--- src/hdl/dct_pkg.sv ---
package dct_pkg;

    // ---------------------------------------------------------------
    // register addresses on the special function register port
    // ---------------------------------------------------------------
    localparam logic [7:0] TIMER_RUN_FLAG_REG_ADDR  = 8'h88;
    localparam logic [7:0] TIMER_MODE_REG_ADDR      = 8'h89;
    localparam logic [7:0] TIMER_A_LOW_BYTE_ADDR    = 8'h8a;
    localparam logic [7:0] TIMER_B_LOW_BYTE_ADDR    = 8'h8b;
    localparam logic [7:0] TIMER_A_HIGH_BYTE_ADDR   = 8'h8c;
    localparam logic [7:0] TIMER_B_HIGH_BYTE_ADDR   = 8'h8d;
    localparam logic [7:0] TIMER_CLOCK_CONTROL_ADDR = 8'h8e;

    // ---------------------------------------------------------------
    // reset values
    // ---------------------------------------------------------------
    localparam logic [7:0] REG_RESET = 8'h00;

    // ---------------------------------------------------------------
    // field positions
    // ---------------------------------------------------------------
    // clock control: [7] aux_b high, [6] aux_b low, [5] aux_a high,
    // [4] aux_a low, [3] timer_b sel, [2] timer_a sel, [1:0] prescale
    localparam int CKC_AUX_B_HIGH = 7;
    localparam int CKC_AUX_B_LOW  = 6;
    localparam int CKC_AUX_A_HIGH = 5;
    localparam int CKC_AUX_A_LOW  = 4;
    localparam int CKC_TIMER_SEL0 = 2;   // timer_b at +1
    localparam int CKC_PRESCALE   = 0;
    // run/flag register: timer_a run at 4, flag at 5; timer_b +2
    localparam int RF_RUN0        = 4;
    localparam int RF_FLAG0       = 5;
    localparam int RF_STRIDE      = 2;
    // mode register: timer_a nibble [3:0], timer_b nibble [7:4]
    localparam int MODE_NIBBLE    = 4;
    localparam int LOW13_BITS     = 5;

    // ---------------------------------------------------------------
    // prescale encodings and division ratios
    // ---------------------------------------------------------------
    localparam logic [1:0] PSC_DIV12  = 2'h0;
    localparam logic [1:0] PSC_DIV4   = 2'h1;
    localparam logic [1:0] PSC_DIV48  = 2'h2;
    localparam logic [1:0] PSC_EXT8   = 2'h3;
    localparam logic [5:0] DIV12_LAST = 6'h0b;
    localparam logic [5:0] DIV4_LAST  = 6'h03;
    localparam logic [5:0] DIV48_LAST = 6'h2f;
    localparam logic [5:0] EXT8_LAST  = 6'h07;

    // ---------------------------------------------------------------
    // timer modes and per-timer configuration nibble
    // ---------------------------------------------------------------
    localparam logic [1:0] MODE_13BIT  = 2'h0;
    localparam logic [1:0] MODE_16BIT  = 2'h1;
    localparam logic [1:0] MODE_RELOAD = 2'h2;
    localparam logic [1:0] MODE_SPLIT  = 2'h3;

    typedef struct packed {
        logic       gate_enable;
        logic       count_select;
        logic [1:0] mode;
    } dct_mode_cfg_type;

endpackage : dct_pkg

--- src/hdl/dct_top.sv ---
`timescale 1ns/1ns
`default_nettype none
module dct_top (
    input  wire logic       ref_clk_i,
    input  wire logic       resetn_i,
    input  wire logic [7:0] sfr_addr_i,
    input  wire logic       sfr_wr_i,
    input  wire logic [7:0] sfr_wdata_i,
    output logic      [7:0] sfr_rdata_o,
    input  wire logic [1:0] count_pin_i,
    input  wire logic [1:0] gate_input_i,
    input  wire logic [1:0] gate_polarity_i,
    input  wire logic [1:0] irq_enable_i,
    input  wire logic [1:0] vector_ack_i,
    input  wire logic       ext_clock_i,
    output logic      [1:0] timer_irq_o,
    output logic            aux_a_low_clock_select_o,
    output logic            aux_a_high_clock_select_o,
    output logic            aux_b_low_clock_select_o,
    output logic            aux_b_high_clock_select_o
);

    // ---------------------------------------------------------------
    // input synchronisers
    // ---------------------------------------------------------------
    logic [1:0] pin_meta;
    logic [1:0] pin_sync;
    logic [1:0] pin_prev;
    logic [1:0] gate_meta;
    logic [1:0] gate_sync;
    logic       ext_meta;
    logic       ext_sync;
    logic       ext_prev;

    // two flops before use; a third keeps the last level for edges
    always_ff @(posedge ref_clk_i or negedge resetn_i) begin
        if (!resetn_i) begin
            pin_meta  <= 2'h0;
            pin_sync  <= 2'h0;
            pin_prev  <= 2'h0;
            gate_meta <= 2'h0;
            gate_sync <= 2'h0;
            ext_meta  <= 1'b0;
            ext_sync  <= 1'b0;
            ext_prev  <= 1'b0;
        end else begin
            pin_meta  <= count_pin_i;
            pin_sync  <= pin_meta;
            pin_prev  <= pin_sync;
            gate_meta <= gate_input_i;
            gate_sync <= gate_meta;
            ext_meta  <= ext_clock_i;
            ext_sync  <= ext_meta;
            ext_prev  <= ext_sync;
        end
    end

    // ---------------------------------------------------------------
    // control registers
    // ---------------------------------------------------------------
    logic [7:0] timer_clock_control;
    logic [7:0] timer_mode_reg;
    logic [1:0] run;
    logic [7:0] next_timer_clock_control;
    logic [7:0] next_timer_mode_reg;
    logic [1:0] next_run;
    logic       wr_ckc;
    logic       wr_mode;
    logic       wr_runflag;

    assign wr_ckc     = sfr_wr_i && (sfr_addr_i == dct_pkg::TIMER_CLOCK_CONTROL_ADDR);
    assign wr_mode    = sfr_wr_i && (sfr_addr_i == dct_pkg::TIMER_MODE_REG_ADDR);
    assign wr_runflag = sfr_wr_i && (sfr_addr_i == dct_pkg::TIMER_RUN_FLAG_REG_ADDR);

    // run bits only store; the counts are never touched by them
    always_comb begin
        next_timer_clock_control = wr_ckc ? sfr_wdata_i : timer_clock_control;
        next_timer_mode_reg      = wr_mode ? sfr_wdata_i : timer_mode_reg;
        next_run = run;
        if (wr_runflag) begin
            next_run[0] = sfr_wdata_i[dct_pkg::RF_RUN0];
            next_run[1] = sfr_wdata_i[dct_pkg::RF_RUN0 + dct_pkg::RF_STRIDE];
        end
    end

    always_ff @(posedge ref_clk_i or negedge resetn_i) begin
        if (!resetn_i) begin
            timer_clock_control <= dct_pkg::REG_RESET;
            timer_mode_reg      <= dct_pkg::REG_RESET;
            run                 <= 2'h0;
        end else begin
            timer_clock_control <= next_timer_clock_control;
            timer_mode_reg      <= next_timer_mode_reg;
            run                 <= next_run;
        end
    end

    // aux selects go straight out of the control register flops
    assign aux_a_low_clock_select_o  = timer_clock_control[dct_pkg::CKC_AUX_A_LOW];
    assign aux_b_low_clock_select_o  = timer_clock_control[dct_pkg::CKC_AUX_B_LOW];
    assign aux_a_high_clock_select_o = timer_clock_control[dct_pkg::CKC_AUX_A_HIGH];
    assign aux_b_high_clock_select_o = timer_clock_control[dct_pkg::CKC_AUX_B_HIGH];

    // ---------------------------------------------------------------
    // shared prescaler
    // ---------------------------------------------------------------
    logic [1:0] prescale_select;
    logic [5:0] psc_count;
    logic [5:0] next_psc_count;
    logic [5:0] psc_last;
    logic       psc_step;
    logic       psc_tick;

    assign prescale_select = timer_clock_control[dct_pkg::CKC_PRESCALE +: 2];

    // external mode steps on synchronised rising edges only, so the
    // external clock must stay well below half the system clock
    always_comb begin
        psc_last = dct_pkg::DIV12_LAST;
        psc_step = 1'b1;
        psc_tick = 1'b0;
        case (prescale_select)
            dct_pkg::PSC_DIV12: psc_last = dct_pkg::DIV12_LAST;
            dct_pkg::PSC_DIV4:  psc_last = dct_pkg::DIV4_LAST;
            dct_pkg::PSC_DIV48: psc_last = dct_pkg::DIV48_LAST;
            default: begin
                psc_last = dct_pkg::EXT8_LAST;
                psc_step = ext_sync && !ext_prev;
            end
        endcase
        next_psc_count = psc_count;
        if (psc_step) begin
            if (psc_count >= psc_last) begin
                next_psc_count = 6'h00;
                psc_tick       = 1'b1;
            end else begin
                next_psc_count = psc_count + 6'h01;
            end
        end
    end

    always_ff @(posedge ref_clk_i or negedge resetn_i) begin
        if (!resetn_i) begin
            psc_count <= 6'h00;
        end else begin
            psc_count <= next_psc_count;
        end
    end

    // ---------------------------------------------------------------
    // the two counter/timers
    // ---------------------------------------------------------------
    logic [7:0] low_view  [2];
    logic [7:0] high_view [2];
    logic [1:0] flag_view;

    genvar gi;
    generate
        for (gi = 0; gi < 2; gi++) begin : g_timer
            dct_pkg::dct_mode_cfg_type cfg;
            logic [7:0]  low;
            logic [7:0]  high;
            logic        flag;
            logic        irq;
            logic [7:0]  next_low;
            logic [7:0]  next_high;
            logic        next_flag;
            logic        next_irq;
            logic        gate_ok;
            logic        src_tick;
            logic        inc;
            logic        ovf;
            logic [12:0] wide13;
            logic [12:0] sum13;
            logic [15:0] sum16;
            logic [7:0]  low_addr;
            logic [7:0]  high_addr;

            assign cfg       = timer_mode_reg[gi*dct_pkg::MODE_NIBBLE +: dct_pkg::MODE_NIBBLE];
            assign low_addr  = (gi == 0) ? dct_pkg::TIMER_A_LOW_BYTE_ADDR : dct_pkg::TIMER_B_LOW_BYTE_ADDR;
            assign high_addr = (gi == 0) ? dct_pkg::TIMER_A_HIGH_BYTE_ADDR : dct_pkg::TIMER_B_HIGH_BYTE_ADDR;

            // enable and count source
            assign gate_ok  = !cfg.gate_enable || (gate_sync[gi] == gate_polarity_i[gi]);
            assign src_tick = cfg.count_select ? (pin_prev[gi] && !pin_sync[gi])
                            : (timer_clock_control[dct_pkg::CKC_TIMER_SEL0 + gi] ? 1'b1 : psc_tick);
            assign inc      = run[gi] && gate_ok && src_tick;
            assign wide13   = {high, low[dct_pkg::LOW13_BITS-1:0]};
            assign sum13    = wide13 + 13'h0001;
            assign sum16    = {high, low} + 16'h0001;

            // count step; a software byte write wins over the step
            always_comb begin
                next_low  = low;
                next_high = high;
                ovf       = 1'b0;
                if (inc) begin
                    case (cfg.mode)
                        dct_pkg::MODE_13BIT: begin
                            // upper low-byte bits are left as they are
                            next_low  = {low[7:dct_pkg::LOW13_BITS], sum13[dct_pkg::LOW13_BITS-1:0]};
                            next_high = sum13[12:dct_pkg::LOW13_BITS];
                            ovf       = &wide13;
                        end
                        dct_pkg::MODE_16BIT: begin
                            next_low  = sum16[7:0];
                            next_high = sum16[15:8];
                            ovf       = &{high, low};
                        end
                        dct_pkg::MODE_RELOAD: begin
                            ovf      = &low;
                            next_low = ovf ? high : (low + 8'h01);
                        end
                        default: begin
                            // split mode is not built; the timer holds still
                            ovf = 1'b0;
                        end
                    endcase
                end
                if (sfr_wr_i && sfr_addr_i == low_addr) begin
                    next_low = sfr_wdata_i;
                end
                if (sfr_wr_i && sfr_addr_i == high_addr) begin
                    next_high = sfr_wdata_i;
                end
                // set beats a same-cycle software or vector clear
                next_flag = flag;
                if (wr_runflag) begin
                    next_flag = sfr_wdata_i[dct_pkg::RF_FLAG0 + gi*dct_pkg::RF_STRIDE];
                end
                if (vector_ack_i[gi]) begin
                    next_flag = 1'b0;
                end
                if (ovf) begin
                    next_flag = 1'b1;
                end
                next_irq = next_flag && irq_enable_i[gi];
            end

            always_ff @(posedge ref_clk_i or negedge resetn_i) begin
                if (!resetn_i) begin
                    low  <= dct_pkg::REG_RESET;
                    high <= dct_pkg::REG_RESET;
                    flag <= 1'b0;
                    irq  <= 1'b0;
                end else begin
                    low  <= next_low;
                    high <= next_high;
                    flag <= next_flag;
                    irq  <= next_irq;
                end
            end

            assign low_view[gi]    = low;
            assign high_view[gi]   = high;
            assign flag_view[gi]   = flag;
            assign timer_irq_o[gi] = irq;
        end
    endgenerate

    // ---------------------------------------------------------------
    // read-back, registered one cycle after the address
    // ---------------------------------------------------------------
    logic [7:0] next_rdata;

    // unmapped addresses read zero so other blocks can share the port
    always_comb begin
        if (sfr_addr_i == dct_pkg::TIMER_CLOCK_CONTROL_ADDR) begin
            next_rdata = timer_clock_control;
        end else if (sfr_addr_i == dct_pkg::TIMER_MODE_REG_ADDR) begin
            next_rdata = timer_mode_reg;
        end else if (sfr_addr_i == dct_pkg::TIMER_RUN_FLAG_REG_ADDR) begin
            next_rdata = {flag_view[1], run[1], flag_view[0], run[0], 4'h0};
        end else if (sfr_addr_i == dct_pkg::TIMER_A_LOW_BYTE_ADDR) begin
            next_rdata = low_view[0];
        end else if (sfr_addr_i == dct_pkg::TIMER_B_LOW_BYTE_ADDR) begin
            next_rdata = low_view[1];
        end else if (sfr_addr_i == dct_pkg::TIMER_A_HIGH_BYTE_ADDR) begin
            next_rdata = high_view[0];
        end else if (sfr_addr_i == dct_pkg::TIMER_B_HIGH_BYTE_ADDR) begin
            next_rdata = high_view[1];
        end else begin
            next_rdata = 8'h00;
        end
    end

    always_ff @(posedge ref_clk_i or negedge resetn_i) begin
        if (!resetn_i) begin
            sfr_rdata_o <= 8'h00;
        end else begin
            sfr_rdata_o <= next_rdata;
        end
    end

endmodule : dct_top
`default_nettype wire

--- config.mk ---
export PLATFORM = sky130hd
export DESIGN_NAME = dct_top
export DESIGN_NICKNAME = d
export VERILOG_FILES = /design/src/hdl/dct_pkg.sv /design/src/hdl/dct_top.sv
export SDC_FILE = /design/constraint.sdc
export NUM_CORES = 1
export LEC_CHECK = 0
export ABC_AREA = 1
export BUFFER_PORTS_ARGS = -buffer_cell sky130_fd_sc_hd__buf_2
export CAP_MARGIN = 40
export CORE_ASPECT_RATIO = 0.8
export CORE_MARGIN = 2
export CORE_UTILIZATION = 57
export CTS_BUF_LIST = sky130_fd_sc_hd__clkbuf_8
export DETAILED_ROUTE_END_ITERATION = 16
export GPL_ROUTABILITY_DRIVEN = 1
export PLACE_DENSITY = 0.82
export SLEW_MARGIN = 0
export SYNTH_ARGS = -nofsm -noshare
export SYNTH_HDL_FRONTEND = slang
export SYNTH_SLANG_ARGS = --single-unit
--- constraint.sdc ---
create_clock -name ref_clk_i -period 2 [get_ports ref_clk_i]
set_input_delay 0.6 -clock ref_clk_i [delete_from_list [all_inputs] [get_ports ref_clk_i]]
set_output_delay 0.6 -clock ref_clk_i [all_outputs]
set_load 0.01 [all_outputs]
==> results.toml, run 1 <==
[setup_path]
crit_slowest_cell = "dfrtp_1"
crit_path_end_kind = "register"
crit_arrival_ns = 2.36
timing.critical_path.from = "timer_clock_control[1]"
crit_type = "register to register"
cp_common_cell = "nand2_4"
r2r_start = "timer_clock_control[1]"
crit_path_max_incr_delay_ns = 0.38
reg2reg_depth = 13
crit_fanout = 3
crit_required_ns = 2.29
critPathLaunchType = "register"
path_cells = "inv_2 -> or2_4 -> ha_4 -> inv_2 -> nor2_4 -> nand2_1 -> nand3_2 -> nand2_4 -> nand2_4 -> nand2_4 -> nor2_1 -> nand3_1 -> nand3_2"

[clock_tree]
clkLatencyLatePin_ns = 0.36
cts_sinks = 81
cts_root_buffer = "clkbuf_8"
cts_buffer_depth = 2
cts_buffers = 9
clkSlewWorstSetupHoldPaths_ns = 0.08
cts_tree = "done"
htreeDepth = 3
hold_buffers = 0

[placement]
dpl.hpwl_um = 12800
finalWeightedCongestion = 1.00
placed_cells = 1068
io_buffers = 43

[grt]
grt_usage_pct = 33.1
grt-ovfl-total = 0
grt_max_degree = 39
antenna_found_initial = 0
grt_pass1_wl_um = 27600
first_global_vias = 5444

[route]
routed_wl_um = 16900
drtIter0Drc = 737
firstDrtPassIters = 6
drc = 0
vias = 6000
antenna_left = 0
wl_per_cell_um = 15.5
viasPerCell = 5.50

[timing]
slew_viol_final = 0
finalHoldViolations = 0
relSlewSlack_pct = 65.9
rsz0062_at_grt = "yes"
layout_min_cycle_time_ns = 2.06
tns_ns = -0.360
setup_violations = 11
max_freq_mhz = 485
worst_pin_slew_ns = 0.512
skew_ns = 0.0120
timing.final.crit_share_pct = 103
fin_ws_ns = -0.0637

[layout]
largest_registers = "g_timer.high (16), g_timer.low (16)"
final_common_cell = "nand2_1"
finish.net_count = 994
final_layout_size_suffix_gt1_share_pct = 18.4
n_antenna_cell = 0
mostFrequentLayoutCells = "315 x nand2_1, 97 x nand3_1, 93 x inv_1"
instances_no_fill = 1090
syn2layout_area_growth_pct = 17.0

[synth]
syn_area_per_cell_um2 = 6.59
synth.distinct_cells = 37
ys.warnings.count = 0
ys_seq_elements = 81
syn_inst = 868
synthesis.nets = 912
ys_seq_area_share_pct = 35.4
syn_area_mm2 = 0.00572

[die]
die_area_mm2 = 0.0109
start_util_pct = 59.0
core_region_area_mm2 = 0.00969
num_rows = 32
floorplan.die.width_um = 116
num_io_pins = 44
die_h_um = 93.6

[run_status]
status = "finished, violations left"
violations = "negative setup slack"

[power]
vdd_drop_max_uv = 530
cellPowerDensity_mw_per_mm2 = 749
power_leakage_uw = 0.00357

[worst_hold_path]
hold_class = "input port to async pin"

[run]
max_cap_violations = 0
==> through the flow <==
| step | setup WS (ns) | hold WS, ns | util [%] | power, uW | area [um2] |
|---|---|---|---|---|---|
| 3_3_place_gp | -0.105 | 0.332 | 65.0 | 3590 | 6300 |
| 6_report | -0.0637 | 0.194 | 69.0 | 5010 | 6690 |
| 5_1_grt | -0.117 | 0.221 | 69.0 | 5340 | 6690 |
| 4_1_cts | 0.00226 | 0.209 | 67.7 | 4820 | 6560 |
| 2_1_floorplan | 0.0277 | 0.304 | - | 3050 | 5720 |
| 3_5_place_dp | -0.221 | 0.340 | 65.0 | 3620 | 6300 |
==> path summary, 6_finish.rpt <==
path	to	slack [ns]
worst max register to register	g_timer[1].high[4]	-0.06
worst max-delay path	g_timer[1].high[4]	-0.06
worst min register to register	pin_sync[1]	0.35
worst min-delay path	g_timer[1].low[5]	0.19
max in group asynchronous	ext_prev	1.25
min in group ref_clk_i	pin_meta[0]	0.34
==> synthesized netlist by cell type (all sizes together) <==
cell / n / share of area, %
xnor2: 1 / 0.15
nor3: 10 / 0.88
or2: 2 / 0.22
nor2: 81 / 6.8
nand3b: 5 / 0.66
ha: 14 / 3.1
nand2: 337 / 23
o2111ai: 2 / 0.31
o22ai: 7 / 0.77
a31oi: 1 / 0.11
o211ai: 2 / 0.26
dfrtp: 81 / 35
buf: 14 / 1.6
nand3: 113 / 10
o21ai: 52 / 4.8
o21a: 1 / 0.13
inv: 106 / 7.0
a21oi: 10 / 0.88
xor2: 4 / 0.61
clkinv: 1 / 0.15
clkbuf: 4 / 0.28
nand4: 19 / 2.2
and3: 1 / 0.11
==> critical path, delay by kind of cell (launching register included) <==
| kind | cells | cell delay (ns) |
|---|---|---|
| buffers and inverters | 2 | 0.09 |
| AND/OR/NAND/NOR | 10 | 1.26 |
| adder cells (fa/ha/maj) | 1 | 0.28 |
| flip-flops | 1 | 0.38 |
==> layer usage <==
layer / part of all wire [%] / GRT usage, %
met1: 45 / 49.7
met2: 41 / 46.7
met3: 13 / 9.92
met4: 1.8 / 7.84
met5: 0 / 0
==> kinds of logic after synthesis <==
group / count (synthesis) / share of synthesized area (%)
adder cells (fa/ha/maj): 14 / 3.06
AO/OA/AOI/OAI: 75 / 7.26
flip-flops: 81 / 35.4
AND/OR/NAND/NOR: 568 / 44.4
XOR/XNOR: 5 / 0.766
buffers and inverters: 125 / 9.04
==> final cells by class <==
class                   instances  area [um2]
clock buffers                  10         138
inverters                     107         407
repair buffers                 88         576
well taps                     136         170
fillers                       831        3000
clock inverters                 5        32.5
multi-input cells             663        3340
flip-flops and latches         81        2030
==> where the power goes <==
part	leakage, uW	internal [uW]	switching (uW)	total [uW]
logic	0.00242	705	1130	1830
registers	0.00107	1830	290	2120
clock network	0.0000802	472	580	1050
==> what timing repair did <==
| item | 4_1_cts | 5_1_grt |
|---|---|---|
| gates resized for setup | 15 | 21 |
| pin swaps | 3 | 14 |
| cloned | 0 | 1 |
| setup endpoints to repair | 36 | 36 |
| buffers inserted | 3 | 3 |
(Power assumes the default switching activity.)
==> run 2, diff against run 1 <==
--- a/config.mk
+++ b/config.mk
@@ -15,6 +15,7 @@
 export DETAILED_ROUTE_END_ITERATION = 16
 export GPL_ROUTABILITY_DRIVEN = 1
 export PLACE_DENSITY = 0.82
+export REMOVE_ABC_BUFFERS = 1
 export SLEW_MARGIN = 0
 export SYNTH_ARGS = -nofsm -noshare
 export SYNTH_HDL_FRONTEND = slang
==> run 2 against run 1 <==
- the run still ends with negative setup slack left
- register-to-register slack about the same
- utilization is 0.40 points lower
- sequential power hardly changed
- maximum frequency barely moved
- total power is 1.9% higher
- via count rose by 0.90%
- global-route usage up 0.92 points
- clock-buffer cell count is the same
- critical path type unchanged
- largest cell class unchanged
- highest routed layer unchanged
==> results.toml, run 2 (same netlist as run 1, synthesis figures left out) <==
[clock_tree]
cts_root_buffer = "clkbuf_8"
htreeDepth = 3
cts_tree = "done"
clkLatencyLatePin_ns = 0.39
cts_buffer_depth = 2
clkSlewWorstSetupHoldPaths_ns = 0.10
cts_buffers = 9
cts_sinks = 81

[layout]
fillers = 833
largest_registers = "g_timer.high (16), g_timer.low (16)"
final_layout_size_suffix_gt1_share_pct = 18.0
syn2layout_area_growth_pct = 16.3
mostFrequentLayoutCells = "311 x nand2_1, 102 x nand3_1, 93 x inv_1"
final_common_cell = "nand2_1"
finish.net_count = 987
instances_no_fill = 1084
seqCellArea_mm2 = 0.00203
multi_input_area_mm2 = 0.00333
n_antenna_cell = 0

[setup_path]
critPathLaunchType = "register"
crit_required_ns = 2.33
crit_arrival_ns = 2.39
reg2reg_depth = 13
crit_fanout = 5
crit_path_end_kind = "register"
r2r_end = "g_timer[0].low[6]"
r2r_start = "timer_clock_control[1]"
reg2reg_slack_ns = -0.06
crit_type = "register to register"

[route]
drc = 0
firstDrtPassIters = 5
routed_wl_um = 17300
wl_per_cell_um = 16.0
viasPerCell = 5.58
antenna_left = 0
vias = 6054
drtIter0Drc = 623

[grt]
grt_max_degree = 34
first_global_vias = 5670
grt_usage_pct = 34.1
antenna_found_initial = 0
grt-ovfl-total = 0
grt_pass1_wl_um = 28300

[run_status]
status = "finished, violations left"
violations = "negative setup slack"

[timing]
holdWs_ns = 0.140
tns_ns = -0.259
skew_ns = 0.0178
finalHoldViolations = 0
relSlewSlack_pct = 65.6
max_freq_mhz = 485
layout_min_cycle_time_ns = 2.06
setup_violations = 11
fin_ws_ns = -0.0622
worst_pin_slew_ns = 0.513
slew_viol_final = 0
rsz0062_at_grt = "yes"
timing.final.crit_share_pct = 103

[power]
power_frac_seq_pct = 41.1
p_int_uw = 3010
p_switching_uw = 2090
combPwrFrac_pct = 34.8
vdd_drop_max_uv = 569
clkPwrFrac_pct = 24.0
p_sw_share_pct = 41.0
power_leakage_uw = 0.00356
cellPowerDensity_mw_per_mm2 = 767

[placement]
placed_cells = 1067
io_buffers = 43
finalWeightedCongestion = 1.02
dpl.hpwl_um = 12900

[die]
core_region_area_mm2 = 0.00969
die_area_mm2 = 0.0109
num_io_pins = 44
floorplan.die.width_um = 116
die_h_um = 93.6
start_util_pct = 59.0
num_rows = 32

[worst_hold_path]
hold_class = "input port to async pin"

[run]
max_cap_violations = 0
## run 2: changes by cell type in the layout (fill, tap and decap cells not counted), moves of 3 or more
cell | before | now
buf_4 | 43 | 38
nand3_1 | 97 | 102
nand3_2 | 15 | 10
nand2_1 | 315 | 311
clkinvlp_4 | 3 | 0
inv_6 | 0 | 3
nand2_2 | 10 | 13
## run 2: power groups by stage
stage / clock [uW] / sequential, uW / combinational, uW
final: 1230 / 2100 / 1780
after global routing: 1300 / 2130 / 1990
after CTS: 1220 / 2080 / 1620
after detailed placement: 0 / 2110 / 1500
after global placement: 0 / 2110 / 1460
after floorplan: 0 / 2050 / 981
## run 2: timing repair
| item | CTS | global route |
|---|---|---|
| endpoints found under the hold margin | 0 | 0 |
| endpoints found under the setup margin | 34 | 34 |
| buffers inserted | 1 | 0 |
| pin swaps | 5 | 16 |
| hold buffers | 0 | 0 |
| gates resized for setup | 18 | 19 |
## run 2: cell type report
type	instances	area share, %
multi-input combinational	662	50.0
sequential	81	30.5
timing repair buffer	82	7.92
inverter	107	6.12
tap	136	2.56
clock buffer	10	2.07
clock inverter	6	0.828
## run 2: worst max-delay path, stage by stage (launching register included)
cell and delay [ns]:
dfrtp_1 0.37, inv_2 0.05, or2_4 0.26, ha_4 0.28, inv_2 0.04, nor2_4 0.08, nand2_1 0.09, nand3_2 0.09
nand2_4 0.09, nand2_4 0.11, nand4_1 0.22, nand2_2 0.20, nand2_1 0.07, nand2_1 0.06
## run 2: worst max path at each step
stage	startpoint	endpoint	slack, ns	cells after the start
after floorplan	timer_clock_control[0]	g_timer[0].low[3]	0.02	11
after global placement	timer_clock_control[0]	g_timer[0].high[5]	-0.14	12
after detailed placement	timer_clock_control[0]	g_timer[0].low[4]	-0.22	12
after CTS	timer_clock_control[0]	g_timer[0].low[4]	0.02	12
after global routing	timer_clock_control[1]	g_timer[0].low[6]	-0.18	13
final	timer_clock_control[1]	g_timer[0].low[6]	-0.06	13
## run 2: through the flow
step	setup WS [ns]	util [%]	power [uW]	cell area, um2
after CTS	0.0191	67.8	4930	6570
after detailed placement	-0.222	65.0	3610	6290
final	-0.0622	68.6	5100	6650
after floorplan	0.0202	-	3040	5610
after global placement	-0.144	65.0	3570	6290
after global routing	-0.185	68.6	5420	6650
## run 2: layer usage
layer	track usage, %	wire [um]	part of all wire [%]
met5	0	0	0
met4	10.1	367	2.1
met1	49.1	7510	43
met2	51.9	7590	44
met3	6.93	1860	11
